[src/pkg/pmcg_consts.vh]
// Register offsets, field positions, reset values and timing counts for the power mode controller
`ifndef PMCG_CONSTS_VH
`define PMCG_CONSTS_VH

// ----------------------------------------------------------------------------
// Register byte offsets
// ----------------------------------------------------------------------------
`define PMCG_OFF_POWER_CONTROL   4'h0
`define PMCG_OFF_CLOCK_MODE      4'h4
`define PMCG_OFF_GATE_ENABLE     4'h8
`define PMCG_OFF_ACTIVE_FORCE    4'hc

// ----------------------------------------------------------------------------
// Field positions
// ----------------------------------------------------------------------------
`define PMCG_PC_IDLE_BIT         0
`define PMCG_PC_STOP_BIT         1
`define PMCG_PC_INSTR_DONE_BIT   2
`define PMCG_CM_LPM_EN_BIT       0
`define PMCG_CM_MCD_EN_BIT       1
`define PMCG_CM_IDLE_ST_BIT      4
`define PMCG_CM_STOP_ST_BIT      5
`define PMCG_CM_LPA_ST_BIT       6

// ----------------------------------------------------------------------------
// Reset values
// ----------------------------------------------------------------------------
`define PMCG_RST_GATE_ENABLE     8'h00
`define PMCG_RST_ACTIVE_FORCE    8'h00
`define PMCG_RST_MCD_EN          1'b0

// ----------------------------------------------------------------------------
// Timing
// ----------------------------------------------------------------------------
`define PMCG_CLK_PERIOD_NS       8
`define PMCG_MCD_TIMEOUT_US      100
`define PMCG_MCD_TIMEOUT_CYC     (`PMCG_MCD_TIMEOUT_US * 1000 / `PMCG_CLK_PERIOD_NS)

// ----------------------------------------------------------------------------
// AXI responses
// ----------------------------------------------------------------------------
`define PMCG_RESP_OKAY           2'b00
`define PMCG_RESP_SLVERR         2'b10

`endif

[src/hw/pmcg_top.v]
// Power mode and clock gating controller with AXI4-Lite register access
//
// Behaviour
// - Setting stop-select enters Stop once the setting instruction has completed.
// - In Stop, CPU clock and precision oscillator are halted.
// - Stop leaves low-power and external oscillator states unchanged.
// - Only an internal or external reset ends Stop.
// - Reset ending Stop runs normal reset, fetch restarts at address zero.
// - Enabled missing-clock detector timeout in Stop raises internal reset.
// - With low-power enable set, entering Idle gates the CPU clock.
// - In Low Power Active, a force bit clocks its peripheral regardless of gate.
// - With low-power enable set and force bits at reset value, gate enables alone decide clocking.
// - In Low Power Active the CPU clock always runs.
`timescale 1ns/1ps
`include "pmcg_consts.vh"

module pmcg_top
#(
	parameter NUM_PERIPH  = 8,
	parameter TIMEOUT_CYC = `PMCG_MCD_TIMEOUT_CYC
)
(
	input  wire                  aclk,
	input  wire                  aresetn,
	input  wire [3:0]            s_axi_awaddr,
	input  wire                  s_axi_awvalid,
	output reg                   s_axi_awready,
	input  wire [31:0]           s_axi_wdata,
	input  wire [3:0]            s_axi_wstrb,
	input  wire                  s_axi_wvalid,
	output reg                   s_axi_wready,
	output reg  [1:0]            s_axi_bresp,
	output reg                   s_axi_bvalid,
	input  wire                  s_axi_bready,
	input  wire [3:0]            s_axi_araddr,
	input  wire                  s_axi_arvalid,
	output reg                   s_axi_arready,
	output reg  [31:0]           s_axi_rdata,
	output reg  [1:0]            s_axi_rresp,
	output reg                   s_axi_rvalid,
	input  wire                  s_axi_rready,
	input  wire                  instr_done,
	input  wire                  ext_reset_req,
	input  wire                  mcd_clock_seen,
	input  wire                  lpo_run_in,
	input  wire                  extosc_run_in,
	output reg                   cpu_clk_en,
	output reg                   precision_osc_en,
	output reg                   lpo_run,
	output reg                   extosc_run,
	output reg  [NUM_PERIPH-1:0] periph_clk_en,
	output reg                   internal_reset,
	output reg                   cpu_fetch_restart,
	output wire [NUM_PERIPH-1:0] gated_periph_clk
);

	// ------------------------------------------------------------------------
	// Power state machine
	// ------------------------------------------------------------------------
	localparam ST_RUN        = 2'b00;
	localparam ST_IDLE       = 2'b01;
	localparam ST_STOP_PEND  = 2'b10;
	localparam ST_STOP       = 2'b11;

	reg  [1:0]            state_reg;
	reg  [1:0]            state_next;
	reg                   low_power_mode_enable;
	reg                   mcd_enable;
	reg  [NUM_PERIPH-1:0] peripheral_clock_gate_enable;
	reg  [NUM_PERIPH-1:0] active_clock_force;
	reg                   idle_req_reg;
	reg                   stop_req_reg;
	reg                   reset_pend_reg;
	wire                  mcd_timeout;
	wire                  reset_event;

	// ------------------------------------------------------------------------
	// AXI4-Lite slave
	// ------------------------------------------------------------------------
	reg  [3:0]            awaddr_reg;
	reg                   aw_held_reg;
	reg  [31:0]           wdata_reg;
	reg  [3:0]            wstrb_reg;
	reg                   w_held_reg;
	wire                  do_write;
	reg                   wr_ok;
	reg  [31:0]           rd_data;
	reg                   rd_ok;

	assign do_write = aw_held_reg && w_held_reg && !s_axi_bvalid;

	always @(posedge aclk)
	begin
		if (!aresetn)
		begin
			aw_held_reg   <= 1'b0;
			w_held_reg    <= 1'b0;
			awaddr_reg    <= 4'h0;
			wdata_reg     <= 32'h0000_0000;
			wstrb_reg     <= 4'h0;
			s_axi_awready <= 1'b0;
			s_axi_wready  <= 1'b0;
			s_axi_bvalid  <= 1'b0;
			s_axi_bresp   <= `PMCG_RESP_OKAY;
		end
		else
		begin
			s_axi_awready <= 1'b0;
			s_axi_wready  <= 1'b0;
			if (s_axi_awvalid && !aw_held_reg && !s_axi_awready)
			begin
				s_axi_awready <= 1'b1;
				aw_held_reg   <= 1'b1;
				awaddr_reg    <= s_axi_awaddr;
			end
			if (s_axi_wvalid && !w_held_reg && !s_axi_wready)
			begin
				s_axi_wready <= 1'b1;
				w_held_reg   <= 1'b1;
				wdata_reg    <= s_axi_wdata;
				wstrb_reg    <= s_axi_wstrb;
			end
			if (do_write)
			begin
				aw_held_reg  <= 1'b0;
				w_held_reg   <= 1'b0;
				s_axi_bvalid <= 1'b1;
				s_axi_bresp  <= wr_ok ? `PMCG_RESP_OKAY : `PMCG_RESP_SLVERR;
			end
			else if (s_axi_bvalid && s_axi_bready)
				s_axi_bvalid <= 1'b0;
		end
	end

	always @*
	begin
		case (awaddr_reg)
			`PMCG_OFF_POWER_CONTROL: wr_ok = 1'b1;
			`PMCG_OFF_CLOCK_MODE:    wr_ok = 1'b1;
			`PMCG_OFF_GATE_ENABLE:   wr_ok = 1'b1;
			`PMCG_OFF_ACTIVE_FORCE:  wr_ok = 1'b1;
			default:                 wr_ok = 1'b0;
		endcase
	end

	always @*
	begin
		rd_data = 32'h0000_0000;
		rd_ok   = 1'b1;
		case (s_axi_araddr)
			`PMCG_OFF_POWER_CONTROL:
			begin
				rd_data[`PMCG_PC_IDLE_BIT] = idle_req_reg;
				rd_data[`PMCG_PC_STOP_BIT] = stop_req_reg;
			end
			`PMCG_OFF_CLOCK_MODE:
			begin
				rd_data[`PMCG_CM_LPM_EN_BIT]  = low_power_mode_enable;
				rd_data[`PMCG_CM_MCD_EN_BIT]  = mcd_enable;
				rd_data[`PMCG_CM_IDLE_ST_BIT] = (state_reg == ST_IDLE);
				rd_data[`PMCG_CM_STOP_ST_BIT] = (state_reg == ST_STOP);
				rd_data[`PMCG_CM_LPA_ST_BIT]  = low_power_mode_enable && (state_reg == ST_RUN);
			end
			`PMCG_OFF_GATE_ENABLE:
				rd_data[NUM_PERIPH-1:0] = peripheral_clock_gate_enable;
			`PMCG_OFF_ACTIVE_FORCE:
				rd_data[NUM_PERIPH-1:0] = active_clock_force;
			default:
				rd_ok = 1'b0;
		endcase
	end

	always @(posedge aclk)
	begin
		if (!aresetn)
		begin
			s_axi_arready <= 1'b0;
			s_axi_rvalid  <= 1'b0;
			s_axi_rdata   <= 32'h0000_0000;
			s_axi_rresp   <= `PMCG_RESP_OKAY;
		end
		else if (s_axi_rvalid)
		begin
			s_axi_arready <= 1'b0;
			if (s_axi_rready)
				s_axi_rvalid <= 1'b0;
		end
		else if (s_axi_arvalid && !s_axi_arready)
		begin
			s_axi_arready <= 1'b1;
			s_axi_rvalid  <= 1'b1;
			s_axi_rdata   <= rd_data;
			s_axi_rresp   <= rd_ok ? `PMCG_RESP_OKAY : `PMCG_RESP_SLVERR;
		end
		else
			s_axi_arready <= 1'b0;
	end

	// ------------------------------------------------------------------------
	// Control registers
	// ------------------------------------------------------------------------
	// Software writes are ignored while stopped; the CPU cannot run then anyway
	always @(posedge aclk)
	begin
		if (!aresetn || reset_event)
		begin
			low_power_mode_enable        <= 1'b0;
			mcd_enable                   <= `PMCG_RST_MCD_EN;
			peripheral_clock_gate_enable <= {NUM_PERIPH{1'b0}};
			active_clock_force           <= {NUM_PERIPH{1'b0}};
			idle_req_reg                 <= 1'b0;
			stop_req_reg                 <= 1'b0;
		end
		else
		begin
			if (do_write && wstrb_reg[0] && state_reg != ST_STOP)
			begin
				case (awaddr_reg)
					`PMCG_OFF_POWER_CONTROL:
					begin
						idle_req_reg <= wdata_reg[`PMCG_PC_IDLE_BIT];
						stop_req_reg <= wdata_reg[`PMCG_PC_STOP_BIT];
					end
					`PMCG_OFF_CLOCK_MODE:
					begin
						low_power_mode_enable <= wdata_reg[`PMCG_CM_LPM_EN_BIT];
						mcd_enable            <= wdata_reg[`PMCG_CM_MCD_EN_BIT];
					end
					`PMCG_OFF_GATE_ENABLE:
						peripheral_clock_gate_enable <= wdata_reg[NUM_PERIPH-1:0];
					`PMCG_OFF_ACTIVE_FORCE:
						active_clock_force <= wdata_reg[NUM_PERIPH-1:0];
					default:
						idle_req_reg <= idle_req_reg;
				endcase
			end
		end
	end

	// ------------------------------------------------------------------------
	// Missing-clock detector and reset generation
	// ------------------------------------------------------------------------
	pmcg_missing_clock #(
		.TIMEOUT_CYC (TIMEOUT_CYC)
	) u_mcd (
		.aclk       (aclk),
		.aresetn    (aresetn),
		.enable     (mcd_enable),
		.clock_seen (mcd_clock_seen),
		.timeout    (mcd_timeout)
	);

	// Detector reset is honoured in any state, Stop included
	assign reset_event = ext_reset_req || mcd_timeout;

	always @(posedge aclk)
	begin
		if (!aresetn)
		begin
			internal_reset    <= 1'b0;
			cpu_fetch_restart <= 1'b0;
			reset_pend_reg    <= 1'b0;
		end
		else
		begin
			internal_reset    <= mcd_timeout;
			reset_pend_reg    <= reset_event;
			// Restart pulse once the reset request falls: fetch from zero
			cpu_fetch_restart <= reset_pend_reg && !reset_event;
		end
	end

	// ------------------------------------------------------------------------
	// State transitions
	// ------------------------------------------------------------------------
	always @*
	begin
		state_next = state_reg;
		case (state_reg)
			ST_RUN:
				if (stop_req_reg)
					state_next = ST_STOP_PEND;
				else if (idle_req_reg)
					state_next = ST_IDLE;
			ST_IDLE:
				if (!idle_req_reg)
					state_next = ST_RUN;
			ST_STOP_PEND:
				if (instr_done)
					state_next = ST_STOP;
			ST_STOP:
				state_next = ST_STOP;
			default:
				state_next = ST_RUN;
		endcase
		if (reset_event)
			state_next = ST_RUN;
	end

	always @(posedge aclk)
	begin
		if (!aresetn)
			state_reg <= ST_RUN;
		else
			state_reg <= state_next;
	end

	// ------------------------------------------------------------------------
	// Clock enables
	// ------------------------------------------------------------------------
	genvar g;
	generate
		for (g = 0; g < NUM_PERIPH; g = g + 1)
		begin : g_periph
			always @(posedge aclk)
			begin
				if (!aresetn)
					periph_clk_en[g] <= 1'b1;
				else if (!low_power_mode_enable)
					periph_clk_en[g] <= 1'b1;
				else
					periph_clk_en[g] <= peripheral_clock_gate_enable[g]
						| active_clock_force[g];
			end

			pmcg_clock_gate u_gate (
				.clk_in  (aclk),
				.enable  (periph_clk_en[g]),
				.clk_out (gated_periph_clk[g])
			);
		end
	endgenerate

	always @(posedge aclk)
	begin
		if (!aresetn)
		begin
			cpu_clk_en       <= 1'b1;
			precision_osc_en <= 1'b1;
			lpo_run          <= 1'b0;
			extosc_run       <= 1'b0;
		end
		else
		begin
			// Stop halts core and precision oscillator; Low Power Active keeps core
			cpu_clk_en <= !(state_next == ST_STOP) &&
				!(state_next == ST_IDLE && low_power_mode_enable);
			precision_osc_en <= (state_next != ST_STOP);
			lpo_run          <= lpo_run_in;
			extosc_run       <= extosc_run_in;
		end
	end
endmodule // pmcg_top

[src/hw/pmcg_clock_gate.v]
// Glitch-free clock gate: enable captured on the falling clock edge
`timescale 1ns/1ps

module pmcg_clock_gate
(
	clk_in,
	enable,
	clk_out
);
	input  wire clk_in;
	input  wire enable;
	output wire clk_out;

	reg         en_reg;

	// Enable changes only on the falling edge, so the gate switches while the
	// clock is low and no runt pulse reaches the peripheral
	always @(negedge clk_in)
		en_reg <= enable;

	assign clk_out = clk_in & en_reg;
endmodule // pmcg_clock_gate

[src/hw/pmcg_missing_clock.v]
// Missing-clock detector timeout counter, raises a reset request on expiry
`timescale 1ns/1ps
`include "pmcg_consts.vh"

module pmcg_missing_clock
#(
	parameter TIMEOUT_CYC = `PMCG_MCD_TIMEOUT_CYC
)
(
	aclk,
	aresetn,
	enable,
	clock_seen,
	timeout
);
	input  wire aclk;
	input  wire aresetn;
	input  wire enable;
	input  wire clock_seen;
	output reg  timeout;

	reg  [31:0] count_reg;

	// The reference clock edge is a sampled strobe; absence for the timeout
	// window means the monitored source stopped
	always @(posedge aclk)
	begin
		if (!aresetn || !enable || clock_seen)
		begin
			count_reg <= 32'h0000_0000;
			timeout   <= 1'b0;
		end
		else if (count_reg >= TIMEOUT_CYC - 1)
			timeout <= 1'b1;
		else
			count_reg <= count_reg + 32'h0000_0001;
	end
endmodule // pmcg_missing_clock

[config.mk]
export PLATFORM = sky130hd
export DESIGN_NAME = pmcg_top
export DESIGN_NICKNAME = d
export VERILOG_FILES = /design/src/hw/pmcg_top.v /design/src/hw/pmcg_clock_gate.v /design/src/hw/pmcg_missing_clock.v
export VERILOG_INCLUDE_DIRS = /design/src /design/src/pkg
export SDC_FILE = /design/constraint.sdc
export NUM_CORES = 1
export LEC_CHECK = 0
export BUFFER_PORTS_ARGS = -buffer_cell sky130_fd_sc_hd__buf_2
export CORE_MARGIN = 8
export CORE_UTILIZATION = 55
export CTS_CLUSTER_DIAMETER = 120
export DETAILED_ROUTE_END_ITERATION = 8
export PLACE_DENSITY = 0.9
export SETUP_SLACK_MARGIN = 0.3
export SLEW_MARGIN = 5
export SYNTH_ARGS = -nofsm -noshare
export SYNTH_HDL_FRONTEND = slang
export SYNTH_SLANG_ARGS = --single-unit
[constraint.sdc]
create_clock -name aclk -period 6.08 [get_ports aclk]
set_input_delay 1.216 -clock aclk [delete_from_list [all_inputs] [get_ports aclk]]
set_output_delay 1.216 -clock aclk [all_outputs]
set_load 0.01 [all_outputs]
Word-level counts from Yosys, hierarchy flattened
Cells that the tools add are included.
Cells by class
  $add $sub $neg: 1
  $lt $le $gt $ge: 1
  eq/ne operators: 13
  muxes and demuxes: 21
  bitwise operators: 18
  reductions and logical operators: 43
Operators by type and width (number)
  adder 32 x 1 -> 32 bit, second input constant: 1
  greater-or-equal comparator 32 x 14 -> 1 bit, second input constant: 1
  == test 4 bit, second input constant: 4
  one-hot mux 2 bit (4 select lines): 2
  logical AND 1 bit: 14
  2-to-1 mux 2 bit: 7
  AND reduction 2 bit: 6
  logical NOT 1 bit: 11
  2-to-1 mux 1 bit: 9
  one-hot mux 3 bit (3 select lines): 1
  bitwise AND 1 bit: 8
  == test 4 x 3 -> 1 bit, second input constant: 2
  logical NOT 4 bit: 2
  OR 1 bit: 8
  OR reduction 4 bit: 2
  == test 2 bit, second input constant: 3
  == test 2 x 1 -> 1 bit, second input constant: 2
  logical OR 1 bit: 4
  != test 2 bit, second input constant: 2
  one-hot mux 2 bit (2 select lines): 1
  OR reduction 2 bit: 2
  logical NOT 2 bit: 1
  NOT 1 bit: 2
  one-hot mux 1 bit (2 select lines): 1
  nonzero test 2 bit: 1
Word-level totals
  bits in registers: 110
  bits of input ports: 56
  output and inout bits: 63
  logic and storage cells: 142

Depth between registers and ports, before layout
  word-level depth: 8
  gate-level depth with buffers: 7
  mapped depth without buffers: 6

Modules after synthesis
Synthesis repeated with hierarchy kept, for this count alone.
Second synthesis, totals
  cell total of the unflattened synthesis: 437
  area, all modules: 4445.5 sq um
By module, submodules not included
  pmcg_top: times used 1, cells each 271, area an instance 2762.6 sq um, sequential area each 1341.3 sq um
  pmcg_missing_clock: times used 1, cells each 142, area an instance 1442.6 sq um, sequential area each 660.6 sq um
  pmcg_clock_gate: times used 8, cells each 3, area an instance 30.0 sq um, sequential area each 20.0 sq um

==> impl_results.html <==
<table>
<tr><th>Metric</th><th>Value</th></tr>
<tr><th colspan="2">Yosys</th></tr>
<tr><td>Mean area per synthesized cell</td><td>9.65 um2</td></tr>
<tr><td>Synth cell types</td><td>45</td></tr>
<tr><td>Async set-reset flop share out of synthesis</td><td>0%</td></tr>
<tr><td>Post-synthesis instance area</td><td>4190 um2</td></tr>
<tr><td>Post-synthesis cell count</td><td>between 400 and 500</td></tr>
<tr><td>Synth Warn #</td><td>0</td></tr>
<tr><td>Leading register cell type out of synthesis</td><td>dfxtp_1</td></tr>
<tr><td>Flip-flop and latch count after synthesis</td><td>108</td></tr>
<tr><td>Portion of the post-synthesis area used by sequential elements</td><td>51.6%</td></tr>
<tr><td>Number of flops mapped to enable cells by yosys</td><td>0</td></tr>
<tr><th colspan="2">Critical path</th></tr>
<tr><td>Count of buffering cells on the critical path with inverters included</td><td>1</td></tr>
<tr><td>Endpoint arrival time on the critical path</td><td>4.14 ns</td></tr>
<tr><td>Category of the worst setup path launch point</td><td>flip-flop</td></tr>
<tr><td>Cell class contributing the biggest share of worst-path delay</td><td>flip-flops</td></tr>
<tr><td>Kind of capture point of the worst setup path</td><td>output pin</td></tr>
<tr><td>Worst Setup Path Type</td><td>reg -&gt; out</td></tr>
<tr><td>CP max stage delay</td><td>0.29 ns</td></tr>
<tr><td>Cells along the critical path</td><td>and2_1 -&gt; buf_2</td></tr>
<tr><td>Required time at the endpoint of the critical path</td><td>4.86 ns</td></tr>
<tr><td>Slowest CP cell</td><td>dfxtp_1</td></tr>
<tr><td>Maximum fanout along the worst path</td><td>1</td></tr>
<tr><th colspan="2">Die</th></tr>
<tr><td>Initial cell density of the core</td><td>55.4%</td></tr>
<tr><td>Die area</td><td>between 10000 and 15000 um2</td></tr>
<tr><td>Core Footprint</td><td>7570 um2</td></tr>
<tr><td>Overall die width</td><td>103 um</td></tr>
<tr><td>Placement Rows</td><td>32</td></tr>
<tr><td>Die height</td><td>103 um</td></tr>
<tr><td>Number of ports placed on the die boundary</td><td>around 120</td></tr>
<tr><th colspan="2">Route</th></tr>
<tr><td>Starting DRC count in detailed routing</td><td>134</td></tr>
<tr><td>Via count</td><td>a little over 3000</td></tr>
<tr><td>Antenna-violating nets left</td><td>0</td></tr>
<tr><td>Average wire per cell in the routed design</td><td>14.3 um</td></tr>
<tr><td>TritonRoute pass-1 iters</td><td>4</td></tr>
<tr><td>Total detailed-routing wirelength</td><td>8540 um</td></tr>
<tr><td>DRC Markers</td><td>0</td></tr>
<tr><td>Detailed-route vias per instance</td><td>slightly above 5</td></tr>
<tr><th colspan="2">Flow run</th></tr>
<tr><td>Max-cap viol count</td><td>0</td></tr>
<tr><th colspan="2">Finish</th></tr>
<tr><td>P&amp;R area growth vs syn</td><td>11.6%</td></tr>
<tr><td>Fill cell count</td><td>603</td></tr>
<tr><td>Post-layout nets</td><td>547</td></tr>
<tr><td>Leading cell type in the layout, fill and taps excluded</td><td>dfxtp_1</td></tr>
<tr><td>Share of cells above drive strength 1</td><td>between 10% and 20%</td></tr>
<tr><td>Leading cell types in the layout, fill and taps excluded</td><td>dfxtp_1, buf_2, nor2_1</td></tr>
<tr><td>Number of flip-flops in the largest register</td><td>32</td></tr>
<tr><td>Number of diodes</td><td>0</td></tr>
<tr><td>Design Area, Final</td><td>4680 um2</td></tr>
<tr><td>Number of standard cells in the layout, taps in and fillers out</td><td>598</td></tr>
<tr><th colspan="2">Place</th></tr>
<tr><td>Setup Slack @ Placement</td><td>1.27 ns</td></tr>
<tr><td>Hpwl dp</td><td>6270 um</td></tr>
<tr><td>DP Area</td><td>4380 um2</td></tr>
<tr><td>Routability congestion estimate</td><td>0.877</td></tr>
<tr><td>Port Buffer Count</td><td>65</td></tr>
<tr><td>Dpl cells</td><td>570</td></tr>
<tr><th colspan="2">STA</th></tr>
<tr><td>Slew Limit Headroom</td><td>21.5%</td></tr>
<tr><td>RSZ-0062 raised after global routing</td><td>no</td></tr>
<tr><td>Setup Total Neg Slack</td><td>0 ns</td></tr>
<tr><td>Count of final setup violators</td><td>0</td></tr>
<tr><td>Final worst-path setup slack</td><td>about 0.72 ns</td></tr>
<tr><td>Slew at the pin closest to its max-slew limit</td><td>1.17 ns</td></tr>
<tr><td>Clock skew after layout</td><td>0.0652 ns</td></tr>
<tr><td>Pins over their slew limit</td><td>0</td></tr>
<tr><td>Fin. Hold Viols</td><td>0</td></tr>
<tr><th colspan="2">CTS</th></tr>
<tr><td>Clock latency reported for the late side of the worst-skew pair</td><td>0.53 ns</td></tr>
<tr><td>Clk pin slew, worst setup/hold paths</td><td>approximately 0.10 ns</td></tr>
<tr><td>Total of cells resized after clock tree synthesis</td><td>0</td></tr>
<tr><td>Hold-fix buffer count after cts</td><td>0</td></tr>
<tr><td>Buffers inserted during post-CTS setup optimization</td><td>0</td></tr>
<tr><td>Clock tree from TritonCTS</td><td>done</td></tr>
<tr><th colspan="2">Power and ir drop</th></tr>
<tr><td>Areal power density over the cells</td><td>317 nW/um2</td></tr>
<tr><td>Post-route total power</td><td>1.48 mW</td></tr>
<tr><td>Maximum vdd drop</td><td>0.192 mV</td></tr>
<tr><td>Static leakage power</td><td>about 2.0 nW</td></tr>
<tr><th colspan="2">Run status</th></tr>
<tr><td>Result of the run</td><td>finished clean</td></tr>
<tr><th colspan="2">Global routing</th></tr>
<tr><td>Via count of the first global-routing pass</td><td>3120</td></tr>
<tr><td>GRT Resource Usage Total</td><td>17.2%</td></tr>
<tr><td>Total global routing overflow</td><td>0</td></tr>
<tr><td>Global-route wire length before repair</td><td>between 10000 and 15000 um</td></tr>
<tr><td>Pin count of the biggest net entering global routing</td><td>28</td></tr>
<tr><td>Number of antenna violations at the first check in global routing</td><td>1</td></tr>
<tr><th colspan="2">Min path</th></tr>
<tr><td>Type of the most critical hold path</td><td>reg -&gt; reg</td></tr>
</table>
## metrics by stage
step,hold slack (ns),utilization (%)
floorplan,0.430,-
global placement,0.443,57.8
detailed placement,0.445,57.8
CTS,0.470,61.8
global route,0.486,61.8
finish,0.466,61.8
## where the power goes
group	switching (mW)	total, mW	internal, mW	leakage [nW]
sequential	0.00904	0.728	0.719	0.875
combinational	0.0376	0.0610	0.0234	0.903
clock	0.324	0.694	0.370	0.233
## path summary, 6_finish.rpt
kind	start	slack [ns]	endpoint	cells past startpoint
worst min-delay path	reset_pend_reg	0.47	cpu_fetch_restart	1
worst max-delay path	g_periph[4].u_gate.en_reg	0.72	gated_periph_clk[4]	2
worst max register to register	periph_clk_en[5]	2.64	g_periph[5].u_gate.en_reg	0
worst min register to register	reset_pend_reg	0.47	cpu_fetch_restart	1
## metal layers
metal / share of wire (%) / track usage (%) / wire length, um / vias up
met3: 6.8 / 6.22 / 584 / 27
li1: - / - / - / 1527
met5: 0.094 / 0 / 8 / -
met1: 42 / 17.7 / 3550 / 1433
met2: 48 / 28.5 / 4100 / 84
met4: 3.3 / 12.1 / 285 / 2
## cell families (layout without fill, tap and decap cells)
family	after synthesis	count (layout)	synth area share (%)
AOI/OAI and AO/OA	47	47	7.26
other	1	26	0.0895
DFF	108	108	51.6
buffers and inverters	66	103	9.70
xor gates and xnor gates	1	1	0.209
and+or+nand+nor	168	168	20.1
adders and majority gates	1	1	0.299
muxes	42	42	10.7
## Yosys cell counts, types with 2 or more instances
master | n | area, um2
clkbuf_1 | 10 | 37.5
and2_1 | 32 | 200
a22oi_1 | 7 | 52.6
or3_1 | 15 | 93.8
dfxtp_1 | 108 | 2160
and4_1 | 3 | 26.3
nor3_1 | 2 | 10.0
a211oi_1 | 2 | 15.0
nor2_1 | 63 | 236
nand2b_1 | 2 | 12.5
o21ai_0 | 8 | 40.0
o31ai_1 | 3 | 22.5
mux4_2 | 2 | 45.0
or4_1 | 2 | 15.0
nand3_1 | 8 | 40.0
nand2_1 | 22 | 82.6
mux2_2 | 3 | 33.8
nor3b_1 | 3 | 22.5
buf_1 | 4 | 15.0
nand4_1 | 4 | 25.0
mux2i_1 | 37 | 370
and3_1 | 3 | 18.8
inv_1 | 8 | 30.0
buf_4 | 42 | 315
nor4_1 | 6 | 37.5
a21oi_1 | 16 | 80.1
## layout make-up
class	instances	area [um2]	area share, %
sequential	108	2160	46.2
multi-input combinational	285	1720	36.8
tap	102	128	2.73
clock buffer	25	244	5.22
clock inverter	12	100	2.14
timing repair buffer	58	293	6.26
inverter	8	30.0	0.642
Power figures use the tool's default switching activity.
